**src/core/option_cfg_pkg.sv**
```systemverilog
// constants and types for the option byte configuration decoder
package option_cfg_pkg;

  // ****************************************
  // byte indices and factory content
  // ****************************************
  localparam logic       IDX_BYTE0    = 1'h0;  // option_config_byte0
  localparam logic       IDX_BYTE1    = 1'h1;  // option_config_byte1
  localparam logic [7:0] ERASED_BYTE  = 8'hFF; // blank flash content
  localparam logic [7:0] FACTORY_BYTE0 = 8'hE7; // shipped byte 0
  localparam logic [7:0] FACTORY_BYTE1 = 8'hEF; // shipped byte 1, internal rc

  // ****************************************
  // field positions, byte 0
  // ****************************************
  localparam int POS_WATCHDOG_HALT_RESET_SEL  = 7; // watchdog_halt_reset_sel
  localparam int POS_WDG_TYPE  = 6; // watchdog_type_sel
  localparam int POS_SUPPLY_HI = 4; // supply_detect_level msb
  localparam int POS_SUPPLY_LO = 3; // supply_detect_level lsb
  localparam int POS_PKG_LOW   = 1; // package_sel_low
  localparam int POS_PROTECT_N = 0; // readout_protect_n

  // ****************************************
  // field positions, byte 1
  // ****************************************
  localparam int POS_PKG_HIGH  = 7; // package_sel_high
  localparam int POS_RST_DELAY = 6; // reset_delay_sel
  localparam int POS_SRC_HI    = 5; // clock_source_kind msb
  localparam int POS_SRC_LO    = 4; // clock_source_kind lsb
  localparam int POS_BAND_HI   = 3; // osc_freq_band msb
  localparam int POS_BAND_LO   = 1; // osc_freq_band lsb
  localparam int POS_DOUBLER_N = 0; // doubler_disable

  // ****************************************
  // encodings
  // ****************************************
  localparam logic [1:0] SUPPLY_OFF     = 2'h3; // both detectors off
  localparam logic [1:0] SUPPLY_LOWEST  = 2'h2; // lowest threshold
  localparam logic [1:0] SUPPLY_MEDIUM  = 2'h1; // medium threshold
  localparam logic [1:0] SUPPLY_HIGHEST = 2'h0; // highest threshold
  localparam logic [1:0] SRC_RESONATOR  = 2'h0; // resonator oscillator
  localparam logic [1:0] SRC_RESERVED   = 2'h1; // not a valid source
  localparam logic [1:0] SRC_INTERNAL   = 2'h2; // internal rc
  localparam logic [1:0] SRC_EXTERNAL   = 2'h3; // external source
  localparam logic [2:0] BAND_1_2MHZ    = 3'h0; // band_1_2mhz
  localparam logic [2:0] BAND_2_4MHZ    = 3'h1; // band_2_4mhz
  localparam logic [2:0] BAND_4_8MHZ    = 3'h2; // band_4_8mhz
  localparam logic [2:0] BAND_8_16MHZ   = 3'h3; // band_8_16mhz
  localparam logic [1:0] PKG_80_LEAD    = 2'h3; // 80-lead package code

  // ****************************************
  // reset delay counts in cpu cycles
  // ****************************************
  localparam int          DELAY_LONG_CYC  = 4096; // reset_delay_sel = 0
  localparam int          DELAY_SHORT_CYC = 256;  // reset_delay_sel = 1
  localparam int          DELAY_W         = 13;   // counter width
  localparam logic [12:0] DELAY_LONG_LOAD  = 13'(DELAY_LONG_CYC - 1);
  localparam logic [12:0] DELAY_SHORT_LOAD = 13'(DELAY_SHORT_CYC - 1);

  // ****************************************
  // state types
  // ****************************************
  typedef enum logic [1:0] {LD_SAMPLE, LD_DELAY, LD_RUN} load_state_t;
  typedef enum logic [1:0] {ER_IDLE, ER_USER, ER_OPTION} erase_state_t;

endpackage

```
**src/core/option_store.sv**
```systemverilog
// two-byte nonvolatile option storage with registered read data
`timescale 1ns/1ns
`default_nettype none

module option_store (
  // clock and power-on reset
  input  wire logic       clk_in,
  input  wire logic       por_in,
  // write and erase
  input  wire logic       wr_in,
  input  wire logic       sel_in,
  input  wire logic [7:0] wdata_in,
  input  wire logic       erase_in,
  // read
  input  wire logic       rd_in,
  output logic      [7:0] rdata_out,
  // raw contents
  output logic      [7:0] byte0_out,
  output logic      [7:0] byte1_out
);

  logic [7:0] next_byte0; // next byte 0
  logic [7:0] next_byte1; // next byte 1
  logic [7:0] next_rdata; // next read data

  // write, erase and read selection
  always_comb begin
    next_byte0 = byte0_out;
    next_byte1 = byte1_out;
    next_rdata = rdata_out;
    if (erase_in) begin
      next_byte0 = option_cfg_pkg::ERASED_BYTE;
      next_byte1 = option_cfg_pkg::ERASED_BYTE;
    end else if (wr_in) begin
      if (sel_in == option_cfg_pkg::IDX_BYTE0) begin
        next_byte0 = wdata_in;
      end else begin
        next_byte1 = wdata_in;
      end
    end
    if (rd_in) begin
      next_rdata = (sel_in == option_cfg_pkg::IDX_BYTE0) ? byte0_out : byte1_out;
    end
  end

  // only power-on restores factory content
  always_ff @(posedge clk_in or posedge por_in) begin
    if (por_in) begin
      byte0_out <= option_cfg_pkg::FACTORY_BYTE0;
      byte1_out <= option_cfg_pkg::FACTORY_BYTE1;
      rdata_out <= 8'h00;
    end else begin
      byte0_out <= next_byte0;
      byte1_out <= next_byte1;
      rdata_out <= next_rdata;
    end
  end
endmodule

`default_nettype wire

```
**src/core/option_byte_config_decoder.sv**
```systemverilog
// option byte configuration decoder: storage access, sampling and decode
//
// Operation
// - halt entry resets when watchdog active, bit set
// - watchdog type: hardware always on, software optional
// - supply detect code: off, lowest, medium, highest
// - protection bit low blocks reads and flash writes
// - protected option erase wipes user memory first
// - package bits; 11 means 80-lead package
// - unbonded pads leave reset as pulled-up inputs
// - reset delay 4096 or 256 cycles, halt exit
// - clock source: resonator, reserved, internal, external
// - oscillator band selects 1-2 to 8-16 MHz
// - doubler bit low enables times-two clock
// - option bytes reachable only in programming mode
// - blank option storage reads as FFh
// - factory content selects internal rc clock
`timescale 1ns/1ns
`default_nettype none

module option_byte_config_decoder #(
  parameter int          PADS          = 64,   // pads across all ports
  parameter logic [63:0] UNBONDED_MASK = '0    // pads without pins, 80-lead
) (
  // clock and resets
  input  wire logic            clk_in,
  input  wire logic            rst_in,
  input  wire logic            por_in,
  // programming port
  input  wire logic            prog_mode_in,
  input  wire logic            prog_sel_in,
  input  wire logic            prog_wr_in,
  input  wire logic            prog_rd_in,
  input  wire logic      [7:0] prog_wdata_in,
  input  wire logic            prog_erase_in,
  output logic           [7:0] prog_rdata_out,
  output logic                 prog_busy_out,
  // user memory erase handshake
  output logic                 user_erase_req_out,
  input  wire logic            user_erase_done_in,
  // system events
  input  wire logic            halt_enter_in,
  input  wire logic            halt_exit_in,
  input  wire logic            sw_wdg_enable_in,
  output logic                 cpu_reset_hold_out,
  output logic                 watchdog_halt_reset_out,
  output logic                 watchdog_enable_out,
  // protection
  output logic                 flash_read_block_out,
  output logic                 flash_write_block_out,
  // decoded configuration
  output logic           [1:0] supply_detect_level_out,
  output logic                 supply_detect_on_out,
  output logic           [1:0] package_code_out,
  output logic                 package_80_lead_out,
  output logic           [1:0] clock_source_kind_out,
  output logic           [2:0] osc_freq_band_out,
  output logic                 doubler_enable_out,
  output logic      [PADS-1:0] pad_pullup_out
);

  // ****************************************
  // storage
  // ****************************************
  logic [7:0] store0;      // stored byte 0
  logic [7:0] store1;      // stored byte 1
  logic       store_wr;    // qualified write
  logic       store_erase; // option erase strobe
  logic       store_rd;    // qualified read

  option_store option_store_inst (
    .clk_in    (clk_in),
    .por_in    (por_in),
    .wr_in     (store_wr),
    .sel_in    (prog_sel_in),
    .wdata_in  (prog_wdata_in),
    .erase_in  (store_erase),
    .rd_in     (store_rd),
    .rdata_out (prog_rdata_out),
    .byte0_out (store0),
    .byte1_out (store1)
  );

  // ****************************************
  // erase sequencing
  // ****************************************
  option_cfg_pkg::erase_state_t er_state;      // erase state
  option_cfg_pkg::erase_state_t next_er_state; // next erase state

  // erase request handling
  always_comb begin
    next_er_state = er_state;
    case (er_state)
      option_cfg_pkg::ER_IDLE: begin
        // protected erase goes through user memory
        if (prog_mode_in && prog_erase_in) begin
          next_er_state = store0[option_cfg_pkg::POS_PROTECT_N] ?
                          option_cfg_pkg::ER_OPTION : option_cfg_pkg::ER_USER;
        end
      end
      option_cfg_pkg::ER_USER: begin
        if (user_erase_done_in) begin
          next_er_state = option_cfg_pkg::ER_OPTION;
        end
      end
      option_cfg_pkg::ER_OPTION: begin
        next_er_state = option_cfg_pkg::ER_IDLE;
      end
      default: begin
        next_er_state = option_cfg_pkg::ER_IDLE;
      end
    endcase
  end

  // erase state register
  always_ff @(posedge clk_in or posedge rst_in) begin
    if (rst_in) begin
      er_state <= option_cfg_pkg::ER_IDLE;
    end else begin
      er_state <= next_er_state;
    end
  end

  // writes only in programming mode and idle; reads in programming mode
  assign store_wr           = prog_mode_in && prog_wr_in && (er_state == option_cfg_pkg::ER_IDLE)
                              && !prog_erase_in;
  assign store_rd           = prog_mode_in && prog_rd_in;
  assign store_erase        = (er_state == option_cfg_pkg::ER_OPTION);
  assign user_erase_req_out = (er_state == option_cfg_pkg::ER_USER);
  assign prog_busy_out      = (er_state != option_cfg_pkg::ER_IDLE);

  // ****************************************
  // sampling and reset delay
  // ****************************************
  option_cfg_pkg::load_state_t ld_state;      // loader state
  option_cfg_pkg::load_state_t next_ld_state; // next loader state
  logic [7:0]  cfg0;       // held byte 0
  logic [7:0]  cfg1;       // held byte 1
  logic [7:0]  next_cfg0;  // next held byte 0
  logic [7:0]  next_cfg1;  // next held byte 1
  logic [12:0] delay;      // cycles left in reset phase
  logic [12:0] next_delay; // next count
  logic [12:0] hold_run;      // cycles held so far, for checks
  logic [12:0] next_hold_run; // next held count

  // delay load value from the given delay bit
  function automatic logic [12:0] delay_load(input logic sel);
    delay_load = sel ? option_cfg_pkg::DELAY_SHORT_LOAD : option_cfg_pkg::DELAY_LONG_LOAD;
  endfunction

  // sample, count, run
  always_comb begin
    next_ld_state = ld_state;
    next_cfg0     = cfg0;
    next_cfg1     = cfg1;
    next_delay    = delay;
    next_hold_run = cpu_reset_hold_out ? hold_run + 13'h0001 : 13'h0000; // run length of the hold
    case (ld_state)
      option_cfg_pkg::LD_SAMPLE: begin
        next_cfg0     = store0;
        next_cfg1     = store1;
        // delay length from the fresh sample
        next_delay    = delay_load(store1[option_cfg_pkg::POS_RST_DELAY]);
        next_ld_state = option_cfg_pkg::LD_DELAY;
      end
      option_cfg_pkg::LD_DELAY: begin
        if (delay == 13'h0000) begin
          next_ld_state = option_cfg_pkg::LD_RUN;
        end else begin
          next_delay = delay - 13'h0001;
        end
      end
      option_cfg_pkg::LD_RUN: begin
        if (halt_exit_in) begin
          next_delay    = delay_load(cfg1[option_cfg_pkg::POS_RST_DELAY]);
          next_ld_state = option_cfg_pkg::LD_DELAY;
        end
      end
      default: begin
        next_ld_state = option_cfg_pkg::LD_SAMPLE;
      end
    endcase
  end

  // loader registers; held bytes reset to factory content
  always_ff @(posedge clk_in or posedge rst_in) begin
    if (rst_in) begin
      ld_state <= option_cfg_pkg::LD_SAMPLE;
      cfg0     <= option_cfg_pkg::FACTORY_BYTE0;
      cfg1     <= option_cfg_pkg::FACTORY_BYTE1;
      delay    <= option_cfg_pkg::DELAY_LONG_LOAD;
      hold_run <= 13'h0000;
    end else begin
      ld_state <= next_ld_state;
      cfg0     <= next_cfg0;
      cfg1     <= next_cfg1;
      delay    <= next_delay;
      hold_run <= next_hold_run;
    end
  end

  assign cpu_reset_hold_out = (ld_state != option_cfg_pkg::LD_RUN);

  // ****************************************
  // watchdog
  // ****************************************
  logic next_halt_reset; // next halt reset pulse

  // hardware type forces the watchdog on
  assign watchdog_enable_out = !cfg0[option_cfg_pkg::POS_WDG_TYPE] || sw_wdg_enable_in;

  // reset on halt entry with active watchdog
  always_comb begin
    next_halt_reset = halt_enter_in && watchdog_enable_out && cfg0[option_cfg_pkg::POS_WATCHDOG_HALT_RESET_SEL]
                      && (ld_state == option_cfg_pkg::LD_RUN);
  end

  // halt reset pulse register
  always_ff @(posedge clk_in or posedge rst_in) begin
    if (rst_in) begin
      watchdog_halt_reset_out <= 1'b0;
    end else begin
      watchdog_halt_reset_out <= next_halt_reset;
    end
  end

  // ****************************************
  // decoded fields
  // ****************************************
  // protection blocks extraction and writes
  assign flash_read_block_out    = !cfg0[option_cfg_pkg::POS_PROTECT_N];
  assign flash_write_block_out   = !cfg0[option_cfg_pkg::POS_PROTECT_N];
  assign supply_detect_level_out = cfg0[option_cfg_pkg::POS_SUPPLY_HI:option_cfg_pkg::POS_SUPPLY_LO];
  assign supply_detect_on_out    = (supply_detect_level_out != option_cfg_pkg::SUPPLY_OFF);
  assign package_code_out        = {cfg1[option_cfg_pkg::POS_PKG_HIGH], cfg0[option_cfg_pkg::POS_PKG_LOW]};
  assign package_80_lead_out     = (package_code_out == option_cfg_pkg::PKG_80_LEAD);
  assign clock_source_kind_out   = cfg1[option_cfg_pkg::POS_SRC_HI:option_cfg_pkg::POS_SRC_LO];
  assign osc_freq_band_out       = cfg1[option_cfg_pkg::POS_BAND_HI:option_cfg_pkg::POS_BAND_LO];
  assign doubler_enable_out      = !cfg1[option_cfg_pkg::POS_DOUBLER_N];

  // unbonded pads held as pulled-up inputs
  generate
    for (genvar gi = 0; gi < PADS; gi++) begin : g_pad
      assign pad_pullup_out[gi] = UNBONDED_MASK[gi];
    end
  endgenerate
endmodule

`default_nettype wire

```
**config.mk**
```make
export PLATFORM = sky130hd
export DESIGN_NAME = option_byte_config_decoder
export DESIGN_NICKNAME = d
export VERILOG_FILES = /design/src/core/option_cfg_pkg.sv /design/src/core/option_store.sv /design/src/core/option_byte_config_decoder.sv
export SDC_FILE = /design/constraint.sdc
export NUM_CORES = 1
export LEC_CHECK = 0
export ABC_AREA = 1
export BUFFER_PORTS_ARGS = -buffer_cell sky130_fd_sc_hd__clkbuf_2
export CORE_ASPECT_RATIO = 1.4
export CORE_MARGIN = 4
export CORE_UTILIZATION = 25
export DETAILED_ROUTE_END_ITERATION = 7
export GPL_TIMING_DRIVEN = 0
export HOLD_SLACK_MARGIN = 0.1
export PLACE_DENSITY_LB_ADDON = 0.15
export SETUP_SLACK_MARGIN = 0.15
export SLEW_MARGIN = 10
export SYNTH_ARGS = -nofsm -noshare
export SYNTH_HDL_FRONTEND = slang
export SYNTH_SLANG_ARGS = --single-unit
```
**constraint.sdc**
```tcl
create_clock -name clk_in -period 1.5 [get_ports clk_in]
set_input_delay 0.15 -clock clk_in [delete_from_list [all_inputs] [get_ports clk_in]]
set_output_delay 0.15 -clock clk_in [all_outputs]
set_load 0.005 [all_outputs]
```
**Word-level counts from Yosys, hierarchy flattened**

Index checks and enable logic that the tools add are counted.

- Logic and storage cells: 67
- Register bits after elaboration: 58
- Output and inout bits: 91

- Reductions and logical operators: 25
- Mux-type cells: 19
- Equality and inequality tests: 13
- Add/subtract/negate cells: 1

Operators by type and width:

| cell | number |
|---|---|
| $mux W8 | 7 |
| $pmux W13 S3 | 1 |
| $mux W13 | 2 |
| $mux W12 | 2 |
| $logic_not A13 Y1 | 1 |
| $sub A13 B1 Y13 const B | 1 |
| $ne A2 B2 Y1 const B | 6 |
| $mux W2 | 5 |
| $logic_and A1 B1 Y1 | 8 |
| $reduce_and A2 Y1 | 4 |
| $eq A2 B2 Y1 const B | 3 |
| $pmux W2 S3 | 1 |
| $reduce_bool A2 Y1 | 3 |
| $eq A2 B1 Y1 const B | 2 |
| $logic_not A1 Y1 | 4 |
| $logic_not A2 Y1 | 2 |
| $ne A2 B1 Y1 const B | 2 |
| $pmux W2 S2 | 1 |
| $reduce_and A3 Y1 | 1 |
| $reduce_bool A3 Y1 | 1 |
| $logic_or A1 B1 Y1 | 1 |

**Depth between registers and ports, before layout**

Gate-level depths: netlist of the first run.

- Depth in word-level cells: 5
- Depth in mapped cells: 10
- Mapped depth without buffers: 10

**Cells and area by module**

A second synthesis of the first run with hierarchy kept.

- Cells, all modules: 463
- Area, all modules: 3,535.9 um2

Modules (own cells, without submodules):

| module | area each (um2) | cells an instance | instances | sequential area each (um2) |
|---|---|---|---|---|
| option_byte_config_decoder | 2,359.8 | 316 | 1 | 829.5 |
| option_store | 1,176.1 | 147 | 1 | 616.8 |

**Worst setup path before layout of the first run**

No wires, ideal clock.

- Kind: reg-to-reg
- From: reg delay[0]
- To: reg delay[8]
- Arrival time: 1.455 ns
- Path buffers: 1
- Cell stages (with the launch flop): 10
- Path slack: -0.028 ns
- Data required time: 1.427 ns
- Path through: dfstp_2 -> inv_1 -> ha_1 -> nand3_4 -> nor2_4 -> nand3_2 -> nand3_2 -> buf_6 -> nand2_1 -> a21boi_1

- Word-level cells in the longest chain between the ends: 3
- Elaborated cells on any way between the ends: 6
- Those cells by class: 1 x add/sub; 1 x eq/ne; 2 x mux; 2 x reduce/logical

Ends and longest elaborated chain:

| item | RTL line | text |
|---|---|---|
| start, declared | option_byte_config_decoder.sv:141 | `logic [12:0] delay;` |
| start signal, assigned | option_byte_config_decoder.sv:191 | `delay <= option_cfg_pkg::DELAY_LONG_LOAD;` |
| start signal, assigned | option_byte_config_decoder.sv:197 | `delay <= next_delay;` |
| $sub A13 B1 Y13 or $logic_not A13 Y1 (tied branches) | option_byte_config_decoder.sv:170, option_byte_config_decoder.sv:167 |  |
| $mux W13 or $ne A2 B2 Y1 (tied branches) | -- |  |
| $pmux W13 S3 or $reduce_and A3 Y1 (tied branches) | -- |  |

Parallel ways exist; a longest one is shown, timed or not. The select of a mux whose other input is x is not followed.
A chain may end at the register's enable or synchronous reset.

**Worst setup path in the final report of the first run**

- From: reg delay[0]
- To: reg delay[9]

The elaborated chain is that of the path after synthesis.

==> reports/metrics.csv, run 1 <==
metric;value;unit
Crit path max-delay family;flip-flops;
Initial Util;25.4;%
CP bufs+invs;3;
global route total overflow;0;
slew margin rel.;39.7;%
Filler cells;1441;
VDD IR-drop max;0.716;mV
syn_area_per_cell;7.98;um2
Comb power frac;25.4;%
Clk network pwr share;29.8;%
leak pwr;2.40;nW
Final Hold Fails;0;
Post-Synthesis Cell Area;3380;um2
RSZ-0062 raised after global routing;true;
clock net sink count;56;
TritonCTS Buffers;5;
Distinct cells, synth;32;
CTS clock-pin slew for the worst setup and hold paths;80;ps
final worst-path setup slack;-14.4;ps
largest net degree at the start of global routing;33;
Port Buf Inserts;45;
CP Capture Type;flip-flop;
Area Growth Syn to Fin;36.4;%
Hold Slack;129;ps
post-synthesis cell count;424;
Vias per Instance;3.86;
Antenna Nets Post-Route;0;
CP Depth;10;
Hold Crit Class;input pin to flip-flop;
Psw;1.35;mW
RR Startpoint;delay[0];
Residual DRC;0;
Clock Root Buffer;clkbuf_16;
final worst-path cycle share;101;%
Reg2Reg Capture Point;delay[9];
internal power;3.20;mW
#FFs+latches synth;56;
Worst setup SP type;flip-flop;
r2r setup slk;-10;ps
Power Density;988;nW/um2
final number of setup-violating endpoints;4;
minimum clock period;1510;ps
Worst path max stage delay;540;ps
total I/O pin count;111;
Core ar.;13300;um2
initial antenna violation count;0;
ant diodes;0;
Sw Ratio;29.7;%
CP endpoint;delay[9];
crit path DAT;1750;ps
outcome;finished with violations;
CP Class;flip-flop to flip-flop;
Die Y;146;um
Post-Place Worst Slack;-121;ps
vias post-DR;2890;
global-route usage over all layers;10.7;%
fmax;660;MHz
post-synthesis sequential area ratio;42.8;%
final core utilization;34.6;%
first-pass GRT wire length;13600;um
Worst Skew;6.06;ps
Slew Limit Fails;0;
worst skew pair latency;300;ps
clock buffer depth;2;
iteration count of the initial detailed-routing pass;5;
row count;50;
vias in the first global route;2893;
share of layout cells above drive strength 1;45.7;%
R2R depth;10;
full die area;15500;um2
total of max-cap violations;0;
drt total wl;8340;um
1st-iter DRT viols;64;
failing checks;setup timing;
Die W;106;um
yosys warns;0;
Required @ worst endpoint;1730;ps
CP cell instances;inv_2 -> ha_4 -> nand3_4 -> nor2_4 -> nand3_2 -> nand3_4 -> buf_6 -> nand2_2 -> inv_2 -> a21oi_1;
Setup crit start;delay[0];
GP Congestion;0.884;
CTS tree;yes;
Sequential Power Share;44.8;%
detailed placement HPWL;6310;um
H-tree depth;2;
routed len/inst;11.1;um
CP max FO;5;
worst slew pin tran;903;ps
nets;591;
CP max-delay cell;dfstp_2;
[state kept, by name (all words and copies together), names as in the netlist]
signal / count
ld_state: 2
option_store_inst.rdata_out: 8
cfg0: 6
watchdog_halt_reset_out: 1
delay: 13
option_store_inst.byte0_out: 8
option_store_inst.byte1_out: 8
er_state: 2
cfg1: 8
[layer usage]
metal	routed length (um)	vias up	GRT usage, %	part of all wire [%]
met5	0	-	0	0
met4	293	0	4.86	3.5
met3	348	21	1.69	4.2
met2	4640	83	20.2	56
met1	3060	1318	11.4	37
li1	-	1468	-	-
[synth_stat cells, drive strengths merged]
cell,number,area [um2]
a21boi,2,15.0
a21oi,33,180
a31oi,1,6.26
and2,1,6.26
buf,80,603
clkbuf,2,7.51
conb,1,3.75
dfrtp,20,500
dfstp,36,946
ha,5,62.6
inv,43,161
nand2,87,332
nand3,13,87.6
nand4,2,12.5
nor2,59,244
nor3,2,10.0
o211ai,1,7.51
o21ai,27,135
o31ai,2,15.0
or2,6,37.5
xnor2,1,8.76
[power groups by stage]
| stage | Combinational (mW) | Sequential [mW] | Clock, mW |
|---|---|---|---|
| 2_1_floorplan | 0.707 | 2.01 | 0 |
| 3_3_place_gp | 0.964 | 2.05 | 0 |
| 3_5_place_dp | 0.972 | 2.06 | 0 |
| 4_1_cts | 1.02 | 2.03 | 1.42 |
| 5_1_grt | 1.31 | 2.08 | 1.47 |
| 6_report | 1.16 | 2.04 | 1.36 |
[worst min-delay path, stage by stage]
cell      delay, ps
clkbuf_2         70
inv_1            30
nand2_1          70
o31ai_1          70
[through the flow]
stage	power, mW	cell area, um2	TNS (ps)	cells
final	4.56	4610	-32.9	749
after global routing	4.86	4610	-1030	749
after CTS	4.47	4470	-54.0	739
after detailed placement	3.03	4090	-1650	714
after global placement	3.01	4090	-1450	714
after floorplan	2.72	3630	0	487
[cell families after synthesis]
family / synth area share [%]
flip-flops: 42.8
AND/OR/NAND/NOR: 21.6
AO/OA/AOI/OAI: 10.6
adder cells (fa/ha/maj): 1.85
XOR/XNOR: 0.259
buffers and inverters: 22.8
other: 0.111
[timing repair]
action / 4_1_cts / 5_1_grt
hold buffers: 3 / 0
endpoints found under the hold margin: 21 / 0
setup buffers: 13 / 9
pin swaps: 8 / 9
gates cloned: 1 / 1
setup endpoints to repair: 46 / 35
gates resized for setup: 29 / 31
[cells in the final DEF (no fill, tap or decap), types with 2 or more instances in the layout]
cell type      Yosys  final
o21ai_1            7      8
or2_2              5      5
dfrtp_2            0      2
nand4_1            2      2
ha_1               5      2
nor2_4             2      4
clkbuf_2           0     46
inv_1             40     27
nand2_1           85     76
nor2_2             3     11
a21oi_1           29     28
inv_2              3     15
buf_6              2      7
dfstp_2           36     36
o21ai_0           20     18
nand2_2            2     10
nand3_1           10     10
dlygate4sd3_1      0      3
buf_4             76     97
o31ai_1            2      2
a21oi_2            4      5
ha_4               0      3
dfrtp_1           20     18
conb_1             1     64
nand3_4            1      2
nor2_1            54     44
clkbuf_16          0      5
[worst min path at each step]
stage | depth (start not counted) | slack (ps) | endpoint | start
final | 4 | 130 | er_state[0] | user_erase_done_in
after detailed placement | 2 | 300 | cfg0[3] | rst_in
after CTS | 3 | 100 | watchdog_halt_reset_out | sw_wdg_enable_in
after floorplan | 1 | 150 | option_store_inst.byte0_out[3] | por_in
after global routing | 3 | 140 | option_store_inst.byte0_out[6] | prog_wdata_in[6]
after global placement | 2 | 370 | option_store_inst.rdata_out[2] | por_in
[area by class of cell]
type / instances / area (um2) / share of cell area, %
inverters: 43 / 164 / 3.55
repair buffers: 72 / 439 / 9.52
clock buffers: 5 / 125 / 2.71
well taps: 182 / 228 / 4.94
clock inverters: 3 / 42.5 / 0.922
multi-input cells: 306 / 1530 / 33.2
flip-flops and latches: 56 / 1450 / 31.4
plain buffers: 82 / 633 / 13.7
Note: power is estimated with default switching activity, not from simulation.
==> inputs of run 2 (changes only) <==
--- a/config.mk
+++ b/config.mk
@@ -14,8 +14,10 @@
 export GPL_TIMING_DRIVEN = 0
 export HOLD_SLACK_MARGIN = 0.1
 export PLACE_DENSITY_LB_ADDON = 0.15
+export REMOVE_ABC_BUFFERS = 1
 export SETUP_SLACK_MARGIN = 0.15
 export SLEW_MARGIN = 10
 export SYNTH_ARGS = -nofsm -noshare
 export SYNTH_HDL_FRONTEND = slang
+export SYNTH_HIERARCHICAL = 1
 export SYNTH_SLANG_ARGS = --single-unit
==> run 2 against run 1 <==
Against the previous run:
- the run now ends clean
- power is 5.1% higher
- via count fell by 2.1%
- sequential share of layout area grew 1.2 points
- worst setup slack improved by 16 ps
- critical path type unchanged
- largest cell class unchanged
- largest power group unchanged
==> reports/metrics.csv, run 2 <==
metric;value;unit
outcome;finished, final reports clean;
Final Hold Fails;0;
ys flop type;dfstp_2;
CTS clock-pin slew for the worst setup and hold paths;80;ps
internal power;3.19;mW
post-synth top area cell;dfstp_2;
detailed placement HPWL;6160;um
Final Total Pwr;4.79;mW
Most Used Layer, Global Route;met2;
CTS tree;yes;
Die Y;149;um
ant diodes;0;
Clk network pwr share;25.6;%
Initial Util;25.4;%
final worst-path setup slack;1.81;ps
Yosys top cell area share;26.8;%
#FFs+latches synth;56;
fmax;667;MHz
Hold Path End;er_state[1];
hold wc startpoint;prog_mode_in;
Antenna Nets Post-Route;0;
Core ar.;13900;um2
iteration count of the initial detailed-routing pass;4;
routed len/inst;12.3;um
GP Congestion;0.769;
Vias per Instance;3.93;
share of layout cells above drive strength 1;40.3;%
worst slew pin tran;711;ps
Distinct cells, synth;31;
slew margin rel.;52.5;%
largest register by flop count;delay;
1st-iter DRT viols;61;
Worst path max stage delay;440;ps
Power Density;1080;nW/um2
Cell Count, Final, Fillers Out;719;
initial antenna violation count;0;
final core utilization;32.0;%
final number of setup-violating endpoints;0;
drt total wl;8850;um
Post-synth top cells;nand2_1, buf_4, inv_1, dfstp_2, nand3_1;
global route total overflow;0;
Sequential Power Share;47.3;%
Hold Path Depth;3;
vias in the first global route;2765;
grt met1 use;12.4;%
met2 GRT Util;21.0;%
Worst setup SP type;flip-flop;
R2R depth;8;
total I/O pin count;111;
most common cell in the netlist;nand2_1;
placed cell count;675;
Comb power frac;27.1;%
Psw;1.60;mW
row count;51;
post-synthesis cell count;463;
TritonCTS Buffers;5;
Worst Skew;7.53;ps
largest net degree at the start of global routing;33;
syn_area_per_cell;7.64;um2
CP max-delay cell;dfrtp_2;
Post-synth ARST share;100;%
Sw Ratio;33.5;%
first-pass GRT wire length;14000;um
CP max FO;6;
RR Startpoint;ld_state[0];
most common cell after layout, fill and taps aside;nand2_1;
CP cell instances;buf_4 -> ha_4 -> buf_4 -> nand3_4 -> nand3_4 -> nand2_1 -> inv_1 -> a21oi_1;
Hold Crit Class;input pin to flip-flop;
Largest register FFs;13;
EDFF count, synth;0;
H-tree depth;2;
Post-Place Worst Slack;-943;ps
CP Capture Type;flip-flop;
clock buffer depth;2;
Port Buf Inserts;46;
RSZ-0062 raised after global routing;true;
Residual DRC;0;
CP Class;flip-flop to flip-flop;
crit path DAT;1720;ps
Clock Root Buffer;clkbuf_16;
post-synthesis sequential area ratio;40.9;%
most frequent cells in the layout;nand2_1, conb_1, clkbuf_2, inv_1, dfstp_2;
global-route usage over all layers;11.0;%
worst skew pair latency;290;ps
final worst-path cycle share;99.9;%
Post-Synthesis Cell Area;3540;um2
VDD IR-drop max;0.563;mV
clock net sink count;56;
M3 GR Usage;1.56;%
synth top area cells;dfstp_2, buf_4, nand2_1, dfrtp_1, inv_1;
nets;558;
minimum clock period;1500;ps
yosys warns;6;
total of max-cap violations;0;
Slew Limit Fails;0;
Area Growth Syn to Fin;25.8;%
full die area;16100;um2
Required @ worst endpoint;1720;ps
leak pwr;2.35;nW
vias post-DR;2828;
Die W;109;um
r2r setup slk;2;ps
Reg2Reg Capture Point;delay[9];
run 2: cell types whose count changed after synthesis, moves of 7 or more:
cell,change
nand3_1,+25
inv_1,+11
nor2_1,-27
a21oi_1,-23
o21ai_1,-7
nand2_1,+62
run 2: what timing repair did:
item	4_1_cts	5_1_grt
gates cloned	3	2
buffers inserted	18	8
hold buffers	5	0
endpoints found under the setup margin	46	54
pin swaps	12	29
resized for setup	41	67
hold endpoints to repair	23	0
run 2: power by group through the flow:
stage | registers, mW | clock network, mW | logic [mW]
floorplan | 2.19 | 0 | 0.747
global placement | 2.27 | 0 | 1.06
detailed placement | 2.27 | 0 | 1.06
CTS | 2.26 | 1.30 | 1.11
global route | 2.32 | 1.36 | 1.49
finish | 2.26 | 1.23 | 1.30
run 2: final cells by class:
cell class,instances,area (um2)
fillers,1571,9460
inverters,54,221
flip-flops and latches,56,1450
clock buffers,6,139
repair buffers,77,494
multi-input cells,339,1900
well taps,185,231
clock inverters,2,13.8
run 2: worst max-delay path, delay by kind of cell (launching register included):
kind                     cells  cell delay, ps
buffers and inverters        3             340
adder cells (fa/ha/maj)      1             170
AND/OR/NAND/NOR              3             380
flip-flops                   1             440
AO/OA/AOI/OAI                1             100
run 2: kinds of logic (layout without fill, tap and decap cells):
| logic type | Yosys count | after routing | share of synthesized area, % |
|---|---|---|---|
| and+or+nand+nor | 233 | 238 | 28.5 |
| buffers and inverters | 136 | 139 | 23.2 |
| DFF | 56 | 56 | 40.9 |
| AOI/OAI and AO/OA | 32 | 32 | 5.48 |
| adders and majority gates | 5 | 5 | 1.77 |
| other | 1 | 64 | 0.106 |
run 2: worst max path at each step:
stage	startpoint	endpoint	slack, ps	cells after the start
global placement	ld_state[1]	delay[10]	-940	7
finish	ld_state[0]	delay[9]	2	8
CTS	delay[0]	delay[9]	5	9
floorplan	ld_state[0]	delay[11]	-360	7
global route	delay[0]	delay[11]	-70	8
detailed placement	ld_state[0]	delay[11]	-940	7
run 2: per-stage QoR:
stage	cell area (um2)	hold slack (ps)	TNS [ps]
2_1_floorplan	3160	155	-3470
3_3_place_gp	3620	361	-14710
3_5_place_dp	3620	300	-15400
4_1_cts	4150	145	0
5_1_grt	4450	182	-529
6_report	4450	158	0
run 2: routing by layer:
| metal | routed length [um] | vias to the layer above |
|---|---|---|
| met3 | 325 | 7 |
| met4 | 95 | 0 |
| li1 | - | 1437 |
| met2 | 4930 | 57 |
| met5 | 0 | - |
| met1 | 3500 | 1327 |
==> inputs of run 3 (changes only) <==
==> constraint.sdc (replaced) <==
create_clock -name clk_in -period 1.8 [get_ports clk_in]
set_input_delay 0.18 -clock clk_in [delete_from_list [all_inputs] [get_ports clk_in]]
set_output_delay 0.18 -clock clk_in [all_outputs]
set_load 0.005 [all_outputs]
==> run 3 against run 2 <==
Against the previous run:
- die area unchanged
- wire length is 5.7% lower
- clock skew barely moved
- first-iteration DRC count grew 23%
- non-clock buffer count is 23 lower
- sequential share of layout area increased by 3.7 points
- critical path depth is 1 higher
- global-route usage shrank 0.48 points
- power fell by 21%
- clock-buffer cell count unchanged
- largest cell class unchanged
==> reports/metrics.csv, run 3 (synthesis results as in run 2) <==
metric;value;unit
outcome;finished, final reports clean;
RSZ-0062 raised after global routing;true;
vias in the first global route;2656;
crit path DAT;1780;ps
largest register by flop count;delay;
share of layout cells above drive strength 1;27.5;%
ant diodes;0;
Clock Root Buffer;clkbuf_16;
vias post-DR;2701;
row count;51;
H-tree depth;2;
worst skew pair latency;290;ps
worst slew pin tran;949;ps
setup TNS;0;ps
Initial Util;25.4;%
Hold Crit Class;input pin to asynchronous set/reset pin;
slew margin rel.;36.7;%
leak pwr;2.17;nW
largest net degree at the start of global routing;33;
CP Class;flip-flop to flip-flop;
global route total overflow;0;
fmax;642;MHz
Power Density;946;nW/um2
Antenna Nets Post-Route;0;
CP max FO;6;
Port Buf Inserts;46;
CTS clock-pin slew for the worst setup and hold paths;70;ps
clock net sink count;56;
total I/O pin count;111;
final worst-path setup slack;243;ps
Residual DRC;0;
Vias per Instance;3.89;
1st-iter DRT viols;75;
VDD IR-drop max;0.395;mV
Final Total Pwr;3.77;mW
minimum clock period;1560;ps
CTS tree;yes;
most common cell after layout, fill and taps aside;nand2_1;
Post-Place Worst Slack;-643;ps
global-route usage over all layers;10.5;%
Final Hold Fails;0;
Core ar.;13900;um2
TritonCTS Buffers;5;
routed len/inst;12.0;um
Worst setup SP type;flip-flop;
CP Capture Type;flip-flop;
nets;533;
initial antenna violation count;0;
R2R depth;9;
most frequent cells in the layout;nand2_1, conb_1, inv_1, clkbuf_2, dfstp_2;
Required @ worst endpoint;2020;ps
iteration count of the initial detailed-routing pass;4;
Area Growth Syn to Fin;12.7;%
total of max-cap violations;0;
Die Y;149;um
Largest register FFs;13;
final worst-path cycle share;86.5;%
first-pass GRT wire length;13500;um
GP Congestion;0.769;
r2r setup slk;240;ps
Die W;109;um
clock buffer depth;2;
drt total wl;8340;um
Slew Limit Fails;0;
full die area;16100;um2
detailed placement HPWL;6160;um
Worst Skew;7.37;ps
final number of setup-violating endpoints;0;
## run 3: cell types whose count changed in the layout (fill, tap and decap cells not counted), sizes merged
cell,before,now
nand2,154,152
inv,52,54
buf,26,5
clkinvlp,2,0
dlygate4sd3,5,3
## run 3: path summary, 6_finish.rpt
check,start,endpoint
max in group asynchronous,rst_in,ld_state[0]
max,delay[0],delay[9]
max reg2reg,delay[0],delay[9]
min in group clk_in,sw_wdg_enable_in,watchdog_halt_reset_out
min,por_in,option_store_inst/rdata_out[0]
min reg2reg,cfg1[1],cfg1[1]
## run 3: area by class of cell
class / instances / area, um2
repair buffers: 54 / 298
inverters: 54 / 208
clock inverters: 2 / 13.8
multi-input cells: 337 / 1650
fillers: 1606 / 9920
flip-flops and latches: 56 / 1450
clock buffers: 6 / 139
well taps: 185 / 231
## run 3: what timing repair did
action	CTS	global route
gates cloned	3	0
pin swaps	2	5
setup buffers	0	5
hold endpoints to repair	11	0
hold buffers	3	0
setup endpoints to repair	24	25
resized for setup	17	9
## run 3: per-stage QoR
stage                     hold WS, ps  std cells  instance area [um2]  utilization [%]
final                            65.9        694                 3990             28.7
after floorplan                   185        444                 3160                -
after detailed placement          330        675                 3620             26.0
after global routing              158        694                 3990             28.7
after global placement            391        675                 3620             26.0
after CTS                         112        689                 3920             28.2
## run 3: metal layers
metal / GRT usage [%] / vias to the layer above / part of all wire [%]
li1: - / 1382 / -
met1: 12.0 / 1245 / 40
met2: 19.8 / 65 / 55
met3: 1.56 / 9 / 4.1
met4: 3.22 / 0 / 1.5
met5: 0 / - / 0
## run 3: report_power, final
group | switching [mW] | total (mW) | internal (mW) | leakage (nW)
Sequential | 0.223 | 1.87 | 1.65 | 0.623
Clock | 0.465 | 1.02 | 0.558 | 0.0772
Combinational | 0.527 | 0.875 | 0.348 | 1.47
Total | 1.21 | 3.77 | 2.55 | 2.17
## run 3: worst max-delay path, stage by stage (launching register included)
cell and delay, ps:
dfstp_2 530, inv_1 70, ha_2 210, nand2_4 100, nor2_4 60, nand3_4 130, nand3_4 140, nand2_1 90
inv_1 40, a21oi_1 100
